==> config.mk <==
export PLATFORM = sky130hd
export DESIGN_NAME = usbsr_top
export DESIGN_NICKNAME = d
export VERILOG_FILES = /design/src/usbsr_sync.v /design/src/usbsr_ep_flags.v /design/src/usbsr_top.v
export VERILOG_INCLUDE_DIRS = /design/src
export SDC_FILE = /design/constraint.sdc
export NUM_CORES = 1
export LEC_CHECK = 0
export BUFFER_PORTS_ARGS = -buffer_cell sky130_fd_sc_hd__buf_4
export CAP_MARGIN = 20
export CORE_MARGIN = 1
export CORE_UTILIZATION = 41
export CTS_BUF_LIST = sky130_fd_sc_hd__clkbuf_4 sky130_fd_sc_hd__clkbuf_8
export DETAILED_ROUTE_END_ITERATION = 10
export SYNTH_ARGS = -nofsm -noshare
export SYNTH_HDL_FRONTEND = slang
export SYNTH_SLANG_ARGS = --single-unit
==> constraint.sdc <==
create_clock -name clk -period 5.85 [get_ports clk]
set_clock_uncertainty 0.2 [all_clocks]
set_input_delay 1.17 -clock clk [delete_from_list [all_inputs] [get_ports clk]]
set_output_delay 1.17 -clock clk [all_outputs]
set_load 0.005 [all_outputs]
==> src/usbsr_consts.vh <==
`ifndef USBSR_CONSTS_VH
`define USBSR_CONSTS_VH

// --------------------------------------------------------------------
// Register offsets
// --------------------------------------------------------------------
`define USBSR_OFS_GCTRL      8'hbc
`define USBSR_OFS_GINT       8'hbd
`define USBSR_OFS_GIEN       8'hbe
`define USBSR_OFS_EPIEN      8'hc2
`define USBSR_OFS_EPSEL      8'hc7
`define USBSR_OFS_EPSTAT     8'hce
`define USBSR_OFS_EPRST      8'hd5
`define USBSR_OFS_EPINT      8'hf8

// --------------------------------------------------------------------
// Global control fields
// --------------------------------------------------------------------
`define USBSR_GC_CE          7
`define USBSR_GC_SCG         6
`define USBSR_GC_SRW         5
`define USBSR_GC_URA         3
`define USBSR_GC_RWA         2
`define USBSR_GC_CFG         1
`define USBSR_GC_FAE         0

// --------------------------------------------------------------------
// Global flag and enable fields
// --------------------------------------------------------------------
`define USBSR_GI_WAKE        5
`define USBSR_GI_SUSP        0

// --------------------------------------------------------------------
// Endpoint status fields
// --------------------------------------------------------------------
`define USBSR_EP_IN          0
`define USBSR_EP_OB0         1
`define USBSR_EP_SETUP       2
`define USBSR_EP_STALL       3
`define USBSR_EP_OB1         6
`define USBSR_EP_TOG         7

// --------------------------------------------------------------------
// Reset values
// --------------------------------------------------------------------
`define USBSR_RST_GCTRL      8'h00
`define USBSR_RST_GIEN       8'h00
`define USBSR_RST_EPIEN      8'h00
`define USBSR_RST_EPSEL      8'h00

// --------------------------------------------------------------------
// Timing
// --------------------------------------------------------------------
`define USBSR_CLK_MHZ        125
`define USBSR_SUSP_US        3000
`define USBSR_RWU_MIN_US     5000
`define USBSR_RSM_DRIVE_US   10000

`endif

==> src/usbsr_sync.v <==
`timescale 1ns/10ps
module usbsr_sync #(
  parameter W = 3
) (
  input  wire         clk,
  input  wire         reset_n,
  input  wire [W-1:0] d,
  output wire [W-1:0] q
);
  reg [W-1:0] s1_q;
  reg [W-1:0] s2_q;

  always @(posedge clk or negedge reset_n) begin
    if (!reset_n) begin
      s1_q <= {W{1'b0}};
      s2_q <= {W{1'b0}};
    end else begin
      s1_q <= d;
      s2_q <= s1_q;
    end
  end

  assign q = s2_q;
endmodule

==> src/usbsr_ep_flags.v <==
`timescale 1ns/10ps
`include "usbsr_consts.vh"
module usbsr_ep_flags #(
  parameter NUM_EP = 8,
  parameter IW     = 3
) (
  input  wire              clk,
  input  wire              reset_n,
  input  wire              clr,
  input  wire [IW-1:0]     ev_ep,
  input  wire              ev_data0,
  input  wire              ev_data1,
  input  wire              ev_in,
  input  wire              ev_out0,
  input  wire              ev_out1,
  input  wire              ev_setup,
  input  wire              ev_stall,
  input  wire [IW-1:0]     sel,
  input  wire              st_wr,
  input  wire [7:0]        st_wdata,
  input  wire [NUM_EP-1:0] fifo_rst,
  output reg  [NUM_EP-1:0] in_q,
  output reg  [NUM_EP-1:0] ob0_q,
  output reg  [NUM_EP-1:0] ob1_q,
  output reg  [NUM_EP-1:0] setup_q,
  output reg  [NUM_EP-1:0] stall_q,
  output reg  [NUM_EP-1:0] tog_q
);
  reg [NUM_EP-1:0] in_d;
  reg [NUM_EP-1:0] ob0_d;
  reg [NUM_EP-1:0] ob1_d;
  reg [NUM_EP-1:0] setup_d;
  reg [NUM_EP-1:0] stall_d;
  reg [NUM_EP-1:0] tog_d;
  reg              hit;
  reg              wsel;
  integer          i;

  // Firmware clears a flag by writing 0; a hardware set in the same cycle wins
  always @* begin
    in_d    = in_q;
    ob0_d   = ob0_q;
    ob1_d   = ob1_q;
    setup_d = setup_q;
    stall_d = stall_q;
    tog_d   = tog_q;
    hit     = 1'b0;
    wsel    = 1'b0;
    for (i = 0; i < NUM_EP; i = i + 1) begin
      hit  = (ev_ep == i[IW-1:0]);
      wsel = st_wr && (sel == i[IW-1:0]);
      in_d[i]    = (hit & ev_in) |
                   (in_q[i] & ~(wsel & ~st_wdata[`USBSR_EP_IN]));
      ob0_d[i]   = (hit & ev_out0) |
                   (ob0_q[i] & ~(wsel & ~st_wdata[`USBSR_EP_OB0]));
      ob1_d[i]   = (hit & ev_out1) |
                   (ob1_q[i] & ~(wsel & ~st_wdata[`USBSR_EP_OB1]));
      setup_d[i] = (hit & ev_setup) |
                   (setup_q[i] & ~(wsel & ~st_wdata[`USBSR_EP_SETUP]));
      stall_d[i] = (hit & ev_stall) |
                   (stall_q[i] & ~(hit & ev_setup) &
                    ~(wsel & ~st_wdata[`USBSR_EP_STALL]));
      // A SETUP always carries DATA0, so it primes the bit like an accepted DATA0
      if (fifo_rst[i]) begin
        tog_d[i] = 1'b0;
      end else if (hit & (ev_data0 | ev_setup)) begin
        tog_d[i] = 1'b1;
      end else if (hit & ev_data1) begin
        tog_d[i] = 1'b0;
      end
    end
  end

  always @(posedge clk or negedge reset_n) begin
    if (!reset_n) begin
      in_q    <= {NUM_EP{1'b0}};
      ob0_q   <= {NUM_EP{1'b0}};
      ob1_q   <= {NUM_EP{1'b0}};
      setup_q <= {NUM_EP{1'b0}};
      stall_q <= {NUM_EP{1'b0}};
      tog_q   <= {NUM_EP{1'b0}};
    end else if (clr) begin
      in_q    <= {NUM_EP{1'b0}};
      ob0_q   <= {NUM_EP{1'b0}};
      ob1_q   <= {NUM_EP{1'b0}};
      setup_q <= {NUM_EP{1'b0}};
      stall_q <= {NUM_EP{1'b0}};
      tog_q   <= {NUM_EP{1'b0}};
    end else begin
      in_q    <= in_d;
      ob0_q   <= ob0_d;
      ob1_q   <= ob1_d;
      setup_q <= setup_d;
      stall_q <= stall_d;
      tog_q   <= tog_d;
    end
  end
endmodule

==> src/usbsr_top.v <==
// Functional notes
// - DATA0 accept sets toggle, DATA1 clears
// - Endpoint FIFO reset clears its toggle
// - SETUP starts DATA0; status stage uses DATA1
// - Suspend detected only when enabled, clocks running
// - Idle over 3 ms raises suspend flag
// - Clearing suspend flag while suspended idles transceiver pad, unless send-wakeup is set
// - Wake event brings pad out of idle
// - Resume detect while suspended sets wake flag
// - Send-wakeup request raises upstream-resume-active bit
// - Resume only if allowed, clocked, suspended 5 ms
// - Resume done clears active bit; firmware clears request
// - Host-accepted IN sets IN-complete flag
// - Stored OUT sets bank 0 or 1 flag
// - Accepted SETUP sets setup-received flag
// - STALL sent sets flag; SETUP clears it
// - Clearing enable resets controller, transceiver, clocks
//
// The implementer's own choice: the plain strobed port.
`timescale 1ns/10ps
`include "usbsr_consts.vh"
module usbsr_top #(
  parameter NUM_EP   = 8,
  parameter IW       = 3,
  parameter SUSP_CYC = `USBSR_SUSP_US * `USBSR_CLK_MHZ,
  parameter RWU_CYC  = `USBSR_RWU_MIN_US * `USBSR_CLK_MHZ,
  parameter RSM_CYC  = `USBSR_RSM_DRIVE_US * `USBSR_CLK_MHZ
) (
  input  wire              clk,
  input  wire              reset_n,
  input  wire [7:0]        addr,
  input  wire [7:0]        wdata,
  input  wire              wr,
  input  wire              rd,
  output reg  [7:0]        rdata_q,
  input  wire              usb_dp_in,
  input  wire              usb_dm_in,
  input  wire              pll_ready,
  input  wire [IW-1:0]     ev_ep,
  input  wire              ev_data0,
  input  wire              ev_data1,
  input  wire              ev_in,
  input  wire              ev_out0,
  input  wire              ev_out1,
  input  wire              ev_setup,
  input  wire              ev_stall,
  output reg               usb_irq_q,
  output reg               xcvr_en_q,
  output reg               pad_idle_q,
  output reg               usb_clk_en_q,
  output reg               ctrl_rst_n_q,
  output reg               rsm_drive_k_q,
  output wire [NUM_EP-1:0] ep_toggle_q
);
  localparam CW = 21;
  localparam [CW-1:0] SUSP_LIM = SUSP_CYC[CW-1:0];
  localparam [CW-1:0] RWU_LIM  = RWU_CYC[CW-1:0];
  localparam [CW-1:0] RSM_LIM  = RSM_CYC[CW-1:0];
  localparam [7:0]    GCTRL_RST = `USBSR_RST_GCTRL;

  // --------------------------------------------------------------------
  // Pin synchronisation
  // --------------------------------------------------------------------
  wire [2:0] pins_s;
  wire       dp_s;
  wire       dm_s;
  wire       pll_s;

  usbsr_sync #(
    .W (3)
  ) u_sync (
    .clk     (clk),
    .reset_n (reset_n),
    .d       ({pll_ready, usb_dm_in, usb_dp_in}),
    .q       (pins_s)
  );

  assign dp_s  = pins_s[0];
  assign dm_s  = pins_s[1];
  assign pll_s = pins_s[2];

  // Full-speed idle is the J state
  wire line_idle = dp_s & ~dm_s;

  // --------------------------------------------------------------------
  // Registers
  // --------------------------------------------------------------------
  reg              ce_q;
  reg              scg_q;
  reg              srw_q;
  reg              rwa_q;
  reg              cfg_q;
  reg              fae_q;
  reg              ura_q;
  reg              susp_flag_q;
  reg              wake_flag_q;
  reg              ien_susp_q;
  reg              ien_wake_q;
  reg [NUM_EP-1:0] epien_q;
  reg [IW-1:0]     epsel_q;
  reg [NUM_EP-1:0] eprst_q;
  reg              suspended_q;
  reg              rwu_done_q;
  reg [CW-1:0]     idle_cnt_q;
  reg [CW-1:0]     susp_cnt_q;
  reg [CW-1:0]     rsm_cnt_q;

  wire wr_gctrl  = wr && (addr == `USBSR_OFS_GCTRL);
  wire wr_gint   = wr && (addr == `USBSR_OFS_GINT);
  wire wr_gien   = wr && (addr == `USBSR_OFS_GIEN);
  wire wr_epien  = wr && (addr == `USBSR_OFS_EPIEN);
  wire wr_epsel  = wr && (addr == `USBSR_OFS_EPSEL);
  wire wr_epstat = wr && (addr == `USBSR_OFS_EPSTAT);
  wire wr_eprst  = wr && (addr == `USBSR_OFS_EPRST);

  // The USB clock runs only with the controller on, ungated, and the PLL up
  wire clk_run = ce_q & ~scg_q & pll_s;

  // --------------------------------------------------------------------
  // Endpoint flags and toggles
  // --------------------------------------------------------------------
  wire [NUM_EP-1:0] in_f;
  wire [NUM_EP-1:0] ob0_f;
  wire [NUM_EP-1:0] ob1_f;
  wire [NUM_EP-1:0] setup_f;
  wire [NUM_EP-1:0] stall_f;

  usbsr_ep_flags #(
    .NUM_EP (NUM_EP),
    .IW     (IW)
  ) u_ep (
    .clk      (clk),
    .reset_n  (reset_n),
    .clr      (~ce_q),
    .ev_ep    (ev_ep),
    .ev_data0 (ev_data0),
    .ev_data1 (ev_data1),
    .ev_in    (ev_in),
    .ev_out0  (ev_out0),
    .ev_out1  (ev_out1),
    .ev_setup (ev_setup),
    .ev_stall (ev_stall),
    .sel      (epsel_q),
    .st_wr    (wr_epstat),
    .st_wdata (wdata),
    .fifo_rst (eprst_q),
    .in_q     (in_f),
    .ob0_q    (ob0_f),
    .ob1_q    (ob1_f),
    .setup_q  (setup_f),
    .stall_q  (stall_f),
    .tog_q    (ep_toggle_q)
  );

  wire [NUM_EP-1:0] ep_any = in_f | ob0_f | ob1_f | setup_f | stall_f;

  // --------------------------------------------------------------------
  // Suspend, resume and remote wakeup
  // --------------------------------------------------------------------
  wire idle_hit  = clk_run & line_idle & ~suspended_q & (idle_cnt_q == SUSP_LIM);
  wire wake_ev   = suspended_q & ~line_idle & ~ura_q;
  wire susp_clr  = wr_gint & ~wdata[`USBSR_GI_SUSP] & susp_flag_q;
  wire rwu_start = srw_q & rwa_q & clk_run & suspended_q & ~ura_q &
                   ~rwu_done_q & (susp_cnt_q >= RWU_LIM);
  wire rsm_end   = ura_q & (rsm_cnt_q == RSM_LIM);

  always @(posedge clk or negedge reset_n) begin
    if (!reset_n) begin
      idle_cnt_q  <= {CW{1'b0}};
      susp_cnt_q  <= {CW{1'b0}};
      rsm_cnt_q   <= {CW{1'b0}};
      suspended_q <= 1'b0;
      susp_flag_q <= 1'b0;
      wake_flag_q <= 1'b0;
      pad_idle_q  <= 1'b0;
      ura_q       <= 1'b0;
      rwu_done_q  <= 1'b0;
    end else if (!ce_q) begin
      idle_cnt_q  <= {CW{1'b0}};
      susp_cnt_q  <= {CW{1'b0}};
      rsm_cnt_q   <= {CW{1'b0}};
      suspended_q <= 1'b0;
      susp_flag_q <= 1'b0;
      wake_flag_q <= 1'b0;
      pad_idle_q  <= 1'b0;
      ura_q       <= 1'b0;
      rwu_done_q  <= 1'b0;
    end else begin
      // Count up to the limit and hold there; the flag fires on the next idle cycle, so it needs more than the idle time
      if (!clk_run || !line_idle || suspended_q) begin
        idle_cnt_q <= {CW{1'b0}};
      end else if (idle_cnt_q != SUSP_LIM) begin
        idle_cnt_q <= idle_cnt_q + {{(CW-1){1'b0}}, 1'b1};
      end
      if (idle_hit) begin
        suspended_q <= 1'b1;
      end else if (wake_ev || rsm_end) begin
        suspended_q <= 1'b0;
      end
      if (!suspended_q) begin
        susp_cnt_q <= {CW{1'b0}};
      end else if (susp_cnt_q != RWU_LIM) begin
        susp_cnt_q <= susp_cnt_q + {{(CW-1){1'b0}}, 1'b1};
      end
      susp_flag_q <= idle_hit | (susp_flag_q & ~(wr_gint & ~wdata[`USBSR_GI_SUSP]));
      wake_flag_q <= wake_ev | (wake_flag_q & ~(wr_gint & ~wdata[`USBSR_GI_WAKE]));
      // Driving resume K needs a live pad, so an upstream resume wakes it too
      if (wake_ev || rwu_start) begin
        pad_idle_q <= 1'b0;
      end else if (susp_clr && suspended_q && !srw_q) begin
        pad_idle_q <= 1'b1;
      end
      if (rwu_start) begin
        ura_q     <= 1'b1;
        rsm_cnt_q <= {CW{1'b0}};
      end else if (rsm_end) begin
        ura_q <= 1'b0;
      end else if (ura_q) begin
        rsm_cnt_q <= rsm_cnt_q + {{(CW-1){1'b0}}, 1'b1};
      end
      // One resume per request; firmware must drop the request to arm another
      if (rwu_start) begin
        rwu_done_q <= 1'b1;
      end else if (!srw_q) begin
        rwu_done_q <= 1'b0;
      end
    end
  end

  // --------------------------------------------------------------------
  // Register writes
  // --------------------------------------------------------------------
  always @(posedge clk or negedge reset_n) begin
    if (!reset_n) begin
      ce_q       <= GCTRL_RST[`USBSR_GC_CE];
      scg_q      <= GCTRL_RST[`USBSR_GC_SCG];
      srw_q      <= GCTRL_RST[`USBSR_GC_SRW];
      rwa_q      <= GCTRL_RST[`USBSR_GC_RWA];
      cfg_q      <= GCTRL_RST[`USBSR_GC_CFG];
      fae_q      <= GCTRL_RST[`USBSR_GC_FAE];
      ien_susp_q <= 1'b0;
      ien_wake_q <= 1'b0;
      epien_q    <= {NUM_EP{1'b0}};
      epsel_q    <= {IW{1'b0}};
      eprst_q    <= {NUM_EP{1'b0}};
    end else begin
      if (wr_gctrl) begin
        ce_q  <= wdata[`USBSR_GC_CE];
        scg_q <= wdata[`USBSR_GC_SCG];
        srw_q <= wdata[`USBSR_GC_SRW];
        rwa_q <= wdata[`USBSR_GC_RWA];
        cfg_q <= wdata[`USBSR_GC_CFG];
        fae_q <= wdata[`USBSR_GC_FAE];
      end
      if (wr_gien) begin
        ien_susp_q <= wdata[`USBSR_GI_SUSP];
        ien_wake_q <= wdata[`USBSR_GI_WAKE];
      end
      if (wr_epien) begin
        epien_q <= wdata[NUM_EP-1:0];
      end
      if (wr_epsel) begin
        epsel_q <= wdata[IW-1:0];
      end
      // Endpoint reset bits act for one cycle and read back as zero
      eprst_q <= wr_eprst ? wdata[NUM_EP-1:0] : {NUM_EP{1'b0}};
    end
  end

  // --------------------------------------------------------------------
  // Read path
  // --------------------------------------------------------------------
  function [7:0] ep_stat;
    input [IW-1:0]     s;
    input [NUM_EP-1:0] fi;
    input [NUM_EP-1:0] f0;
    input [NUM_EP-1:0] f1;
    input [NUM_EP-1:0] fs;
    input [NUM_EP-1:0] fk;
    input [NUM_EP-1:0] ft;
    begin
      ep_stat = 8'h00;
      ep_stat[`USBSR_EP_IN]    = fi[s];
      ep_stat[`USBSR_EP_OB0]   = f0[s];
      ep_stat[`USBSR_EP_OB1]   = f1[s];
      ep_stat[`USBSR_EP_SETUP] = fs[s];
      ep_stat[`USBSR_EP_STALL] = fk[s];
      ep_stat[`USBSR_EP_TOG]   = ft[s];
    end
  endfunction

  reg [7:0] rd_d;

  always @* begin
    rd_d = 8'h00;
    case (addr)
      `USBSR_OFS_GCTRL: begin
        rd_d[`USBSR_GC_CE]  = ce_q;
        rd_d[`USBSR_GC_SCG] = scg_q;
        rd_d[`USBSR_GC_SRW] = srw_q;
        rd_d[`USBSR_GC_URA] = ura_q;
        rd_d[`USBSR_GC_RWA] = rwa_q;
        rd_d[`USBSR_GC_CFG] = cfg_q;
        rd_d[`USBSR_GC_FAE] = fae_q;
      end
      `USBSR_OFS_GINT: begin
        rd_d[`USBSR_GI_SUSP] = susp_flag_q;
        rd_d[`USBSR_GI_WAKE] = wake_flag_q;
      end
      `USBSR_OFS_GIEN: begin
        rd_d[`USBSR_GI_SUSP] = ien_susp_q;
        rd_d[`USBSR_GI_WAKE] = ien_wake_q;
      end
      `USBSR_OFS_EPIEN: begin
        rd_d[NUM_EP-1:0] = epien_q;
      end
      `USBSR_OFS_EPSEL: begin
        rd_d[IW-1:0] = epsel_q;
      end
      `USBSR_OFS_EPSTAT: begin
        rd_d = ep_stat(epsel_q, in_f, ob0_f, ob1_f, setup_f, stall_f, ep_toggle_q);
      end
      `USBSR_OFS_EPINT: begin
        rd_d[NUM_EP-1:0] = ep_any;
      end
      default: begin
        rd_d = 8'h00;
      end
    endcase
  end

  // --------------------------------------------------------------------
  // Outputs
  // --------------------------------------------------------------------
  always @(posedge clk or negedge reset_n) begin
    if (!reset_n) begin
      rdata_q       <= 8'h00;
      usb_irq_q     <= 1'b0;
      xcvr_en_q     <= 1'b0;
      usb_clk_en_q  <= 1'b0;
      ctrl_rst_n_q  <= 1'b0;
      rsm_drive_k_q <= 1'b0;
    end else begin
      rdata_q       <= rd ? rd_d : 8'h00;
      usb_irq_q     <= (susp_flag_q & ien_susp_q) | (wake_flag_q & ien_wake_q) |
                       (|(ep_any & epien_q));
      xcvr_en_q     <= ce_q;
      usb_clk_en_q  <= clk_run;
      ctrl_rst_n_q  <= ce_q;
      rsm_drive_k_q <= ura_q & ~rsm_end;
    end
  end
endmodule

======== After elaboration in Yosys (flattened, before gate mapping) ========
Cells that the tools add are included.
operators by class
  $add $sub $neg .......................... 3
  $lt $le $gt $ge ......................... 2
  equal/unequal tests ..................... 42
  muxes and demuxes ....................... 74
  bitwise logic cells ..................... 280
  reductions and logical operators ........ 28
operator list
  kind                                                                        number
  21-bit 2-to-1 mux                                                           10
  1-bit AND                                                                   167
  8-bit equality test (second input constant)                                 8
  8-bit 2-to-1 mux                                                            8
  21-bit by 1-bit adder with 21-bit output (second input constant)            3
  1-bit inverter                                                              63
  1-bit OR                                                                    45
  1-bit 2-to-1 mux                                                            44
  4-bit by 1-bit inequality test with 1-bit output (second input constant)    8
  8-bit OR                                                                    4
  3-bit equality test (second input constant)                                 8
  21-bit by 19-bit equality test with 1-bit output (second input constant)    1
  21-bit equality test (second input constant)                                1
  21-bit by 20-bit >= comparator with 1-bit output (second input constant)    1
  21-bit by 19-bit inequality test with 1-bit output (second input constant)  1
  21-bit by 20-bit inequality test with 1-bit output (second input constant)  1
  1-bit binary-select mux with 3-bit select                                   6
  1-bit logical AND                                                           17
  3-bit by 1-bit inequality test with 1-bit output (second input constant)    5
  3-bit by 2-bit equality test with 1-bit output (second input constant)      4
  2-bit case mux with 5 select lines                                          1
  8-bit AND                                                                   1
  2-bit case mux with 4 select lines                                          1
  8-bit OR reduction                                                          1
  12 further kinds                                                            20
storage, ports and cells
  register bits ........................... 162
  output and inout port bits .............. 22
  logic and storage cells ................. 469

======== Longest topological paths before layout ========
  depth after elaboration ................. 11
  gate-level depth with buffers ........... 8
  mapped depth without buffers ............ 7

======== Modules after synthesis ========
From an unflattened synthesis, not the netlist that was laid out.
unflattened totals
  cell total of the unflattened synthesis .. 807
  area, all modules ....................... 8,338.0 µm²
by module, submodules not included
  module          instances  cells each  area each (µm²)  seq. area each (µm²)
  usbsr_top       1          559         5,853.1          2,702.6
  usbsr_ep_flags  1          242         2,334.7          1,201.2
  usbsr_sync      1          6           150.1            150.1

======== Worst setup path after synthesis ========
OpenSTA, ideal clock, no wires.
  path type ............................... input port to flip-flop
  start point ............................. input addr[4]
  end point ............................... register epien_q[4]
  data arrival time ....................... 2,368 ps
  data required time ...................... 5,522 ps
  setup slack ............................. 3,154 ps
  stages on the path ...................... 4
  buffers on the path ..................... 0
  cell sequence ........................... nand4bb_4 > nor4_4 > nand2_2 > mux2_1
between the ends
  cells in the longest elaborated chain, start to end .. 2
RTL lines
  what                    line             source
  start: declaration      usbsr_top.v:31   input wire [7:0] addr,
  8-bit equality test     n/a
  1-bit logical AND       usbsr_top.v:111  wire wr_epien = wr && (addr == `USBSR_OFS_EPIEN);
  end signal: assignment  usbsr_top.v:243  epien_q <= {NUM_EP{1'b0}};
  end signal: assignment  usbsr_top.v:260  epien_q <= wdata[NUM_EP-1:0];
  end: declaration        usbsr_top.v:99   reg [NUM_EP-1:0] epien_q;
Every way passes these cells.
A chain may end at the register's enable or synchronous reset.

======== Final worst setup path ========
  start point ............................. input addr[4]
  end point ............................... register u_ep.ob1_q[4]
between the ends
  cells in the longest elaborated chain, start to end .. 8
RTL lines
  what                    line                 source
  8-bit equality test     n/a
  1-bit logical AND       usbsr_top.v:113      wire wr_epstat = wr && (addr == `USBSR_OFS_EPSTAT);
  1-bit logical AND       usbsr_ep_flags.v:51  wsel = st_wr && (sel == i[IW-1:0]);
  1-bit AND               usbsr_ep_flags.v:57  (ob1_q[i] & ~(wsel & ~st_wdata[`USBSR_EP_OB1]));
  1-bit inverter          usbsr_ep_flags.v:57
  1-bit AND               usbsr_ep_flags.v:57
  1-bit OR                usbsr_ep_flags.v:56  ob1_d[i] = (hit & ev_out1) |
  8-bit 2-to-1 mux        usbsr_ep_flags.v:82  end else if (clr) begin
  end signal: assignment  usbsr_ep_flags.v:78  ob1_q <= {NUM_EP{1'b0}};
  end signal: assignment  usbsr_ep_flags.v:85  ob1_q <= {NUM_EP{1'b0}};
  end: declaration        usbsr_ep_flags.v:24  output reg [NUM_EP-1:0] ob1_q,
Every way passes these cells.

==> flow_metrics.env <==
export IMPL_final_area_um2=9204
export IMPL_cts_setup_buffers=0
export IMPL_fp_row_count=51
export IMPL_first_pass_iters=5
export IMPL_post_cts_resized=0
export IMPL_die_x_um=143.7
export IMPL_synthCells=804
export IMPL_worstPathArrival_ns=3.00
export IMPL_critical_path_buf_inv_count=1
export IMPL_cts_buffers=17
export IMPL_grt_overflow_total=0
export IMPL_core_area_um2=19590
export IMPL_hold_viol_final=0
export IMPL_cp_depth=6
export IMPL_antenna_found_initial=0
export IMPL_grt_start_max_net_pins=73
export IMPL_hold_depth=0
export IMPL_hold_path_class="flip-flop to flip-flop"
export IMPL_nets=882
export IMPL_syn_nets=843
export IMPL_r2r_cells=4
export IMPL_dieArea_um2=20660
export IMPL_clk_pin_slew_ns=0.08
export IMPL_vias=6343
export IMPL_yosysWarnings=0
export IMPL_synth_largest_area_cell="dfrtp_1"
export IMPL_drc=0
export IMPL_peakVddDrop_v=0.0001143
export IMPL_grt_pass1_vias=6134
export IMPL_cts_hold_fix_buffers=0
export IMPL_insertion_delay_ns=0.46
export IMPL_slowest_stage="nor4_1"
export IMPL_syn_area_um2=8238
export IMPL_io_buffers=54
export IMPL_root_buffer="clkbuf_8"
export IMPL_crit_fanout=5
export IMPL_hpwl_um=14250
export IMPL_viasPerCell=5.663
export IMPL_grt_pass1_wl_um=33590
export IMPL_dp_slack_ns=2.531
export IMPL_die_y_um=143.7
export IMPL_n_antenna_cell=0
export IMPL_track_usage_pct=21.66
export IMPL_finalMaxSlewViolations=0
export IMPL_wire_per_inst_um=18.72
export IMPL_synth_most_common_cell="dfrtp_1"
export IMPL_ant_nets=0
export IMPL_routed_wl_um=20960
export IMPL_finalCritPeriodShare_pct=48.88
export IMPL_gp_congestion=0.8348
export IMPL_io_pins=55
export IMPL_status="complete, no violations"
export IMPL_avgSynthCellArea_um2=10.25
export IMPL_rsz0062_at_grt="false"
export IMPL_layout_drive_gt1_share_pct=17.19
export IMPL_crit_chain="buf_4 -> nand4bb_4 -> nor4_1 -> nand2_1 -> o21ai_0 -> a21boi_0"
export IMPL_setup_viol=0
export IMPL_synth_edf_count=0
export IMPL_critical_path_max_stage_delay_ns=0.81
export IMPL_cp_start_kind="primary input"
export IMPL_synth_seq_cells=162
export IMPL_worstMarginPinSlew_ns=1.074
export IMPL_path_class="primary input to flip-flop"
export IMPL_yosysSeqAreaShare_pct=49.21
export IMPL_syn2layout_area_growth_pct=11.73
export IMPL_postPlaceCellArea_um2=8832
export IMPL_p_per_area_nw_per_um2=223.6
export IMPL_synthFlopType="dfrtp_1"
export IMPL_clockBufferDepth=2
export IMPL_fmax_mhz=349.7
export IMPL_initial_core_util_pct=42.05
export IMPL_cts_max_level=4
export IMPL_p_leak_uw=0.003847
export IMPL_yosysTopAreaCellShare_pct=49.21
export IMPL_setup_ws_ns=2.991
export IMPL_final_setup_tns_ns=0
export IMPL_yosys_top_cells_count="dfrtp_1, nand2_1, nor2_1"
export IMPL_crit_family="simple AND/OR/NAND/NOR gates"
export IMPL_synthArstFlopShare_pct=100.0
export IMPL_cts_tree="yes"
export IMPL_worst_setup_path_end_kind="flip-flop"
export IMPL_required_ns=5.99
export IMPL_drt_iter0_drc=586
export IMPL_timing_slew_headroom_pct=27.81
export IMPL_drv_cap=0
export IMPL_yosysUniqueCellTypes=67
export IMPL_clock_sinks=162
export IMPL_yosys_top_cells_area="dfrtp_1, nand2_1, nor2_1, xor2_1, a21boi_0"
export IMPL_period_minus_slack_ns=2.859
export IMPL_fill_cells=1898
## worst reg2reg max path, delay by kind of cell (launching register included)
family | cells | cell delay, ns
simple gates | 2 | 1.23
compound gates | 2 | 0.34
flops | 1 | 0.76
## per-layer routing
metal	share of wire, %	global-route usage (%)	up-vias	wire [µm]
li1	-	-	2924	-
met4	1.9	7.615	0	399
met1	49	31.59	3173	10230
met5	0	0	-	0
met3	5.6	4.099	29	1173
met2	44	31.91	217	9159
## cells in the final DEF (no fill, tap or decap), types with 3 or more instances in the layout
cell type / Yosys / layout
ha_1: 6 / 6
o2111ai_1: 8 / 8
xnor2_1: 23 / 23
buf_4: 2 / 57
and4_1: 10 / 10
and3_1: 13 / 13
inv_1: 13 / 13
a21oi_1: 14 / 14
nor4_1: 5 / 4
nor3_2: 3 / 3
a21boi_0: 36 / 36
nor4_2: 3 / 4
clkbuf_8: 0 / 17
and3b_1: 3 / 3
clkinvlp_4: 0 / 4
nor2b_1: 3 / 3
dfrtp_1: 162 / 161
nor3_1: 21 / 21
or3_1: 4 / 4
mux2_2: 24 / 24
mux4_2: 12 / 12
nor2_1: 78 / 78
a31oi_1: 3 / 3
clkbuf_4: 0 / 3
nand3_1: 36 / 36
nand4_1: 14 / 14
a22oi_1: 14 / 14
mux2i_1: 5 / 5
nand2_1: 104 / 104
o21ai_0: 38 / 38
clkinv_2: 0 / 5
nand2b_1: 9 / 9
and2_1: 12 / 12
xor2_1: 32 / 32
nor3b_1: 15 / 15
## final cells by class
cell class | count | area (µm²) | share of cell area [%]
Tap cell | 265 | 331.6 | 3.603
Clock buffer | 20 | 256.5 | 2.787
Sequential cell | 162 | 4055 | 44.06
Timing Repair Buffer | 58 | 439.2 | 4.772
Multi-Input combinational cell | 591 | 3958 | 43.00
Clock inverter | 11 | 115.1 | 1.251
Inverter | 13 | 48.80 | 0.5302
## sequential cells by signal, indices dropped and copies added, names as in the netlist, 8 cells and up
| name | count |
|---|---|
| u_ep.setup_q | 8 |
| u_ep.stall_q | 8 |
| u_ep.tog_q | 8 |
| u_ep.ob1_q | 8 |
| idle_cnt_q | 21 |
| rdata_q | 8 |
| u_ep.in_q | 8 |
| susp_cnt_q | 21 |
| eprst_q | 8 |
| rsm_cnt_q | 21 |
| epien_q | 8 |
| u_ep.ob0_q | 8 |
## through the flow
| stage | total power, µW | instances | utilization, % | hold slack [ns] |
|---|---|---|---|---|
| 2_1_floorplan | 1215 | 804 | - | 0.1312 |
| 3_3_place_gp | 1285 | 1089 | 45.09 | 0.1329 |
| 3_5_place_dp | 1285 | 1089 | 45.09 | 0.1370 |
| 4_1_cts | 2079 | 1120 | 46.98 | 0.1489 |
| 5_1_grt | 2132 | 1120 | 46.98 | 0.1595 |
| 6_report | 2058 | 1120 | 46.98 | 0.1534 |
## worst paths after layout
path                           startpoint            end  slack, ns
max                               addr[4]  u_ep.ob1_q[4]       2.99
min                        u_sync.s1_q[1]    u_sync.q[1]       0.15
max reg2reg                    epsel_q[0]  u_ep.ob1_q[4]       3.22
min reg2reg                u_sync.s1_q[1]    u_sync.q[1]       0.15
max in group asynchronous         reset_n  rsm_cnt_q[14]       3.73
min in group asynchronous         reset_n     rdata_q[4]       0.52
## power breakdown
part	leakage, µW	internal (µW)	total [µW]	switching, µW
sequential	0.00224	1130	1140	14.3
clock	0.000184	386	795	409
combinational	0.00142	40.7	120	78.9
total	0.00385	1560	2060	503
## cells by family (layout without fill, tap and decap cells)
logic type      Yosys count  in the layout  synth area share (%)
xor+xnor                 55             55                 5.847
compound gates          131            131                 10.77
fa+ha+maj                 6              6                0.9113
mux                      42             42                 7.306
flops                   162            162                 49.21
buf+inv                  51            102                 2.825
simple gates            357            357                 23.13
Power figures use the tool's default switching activity.
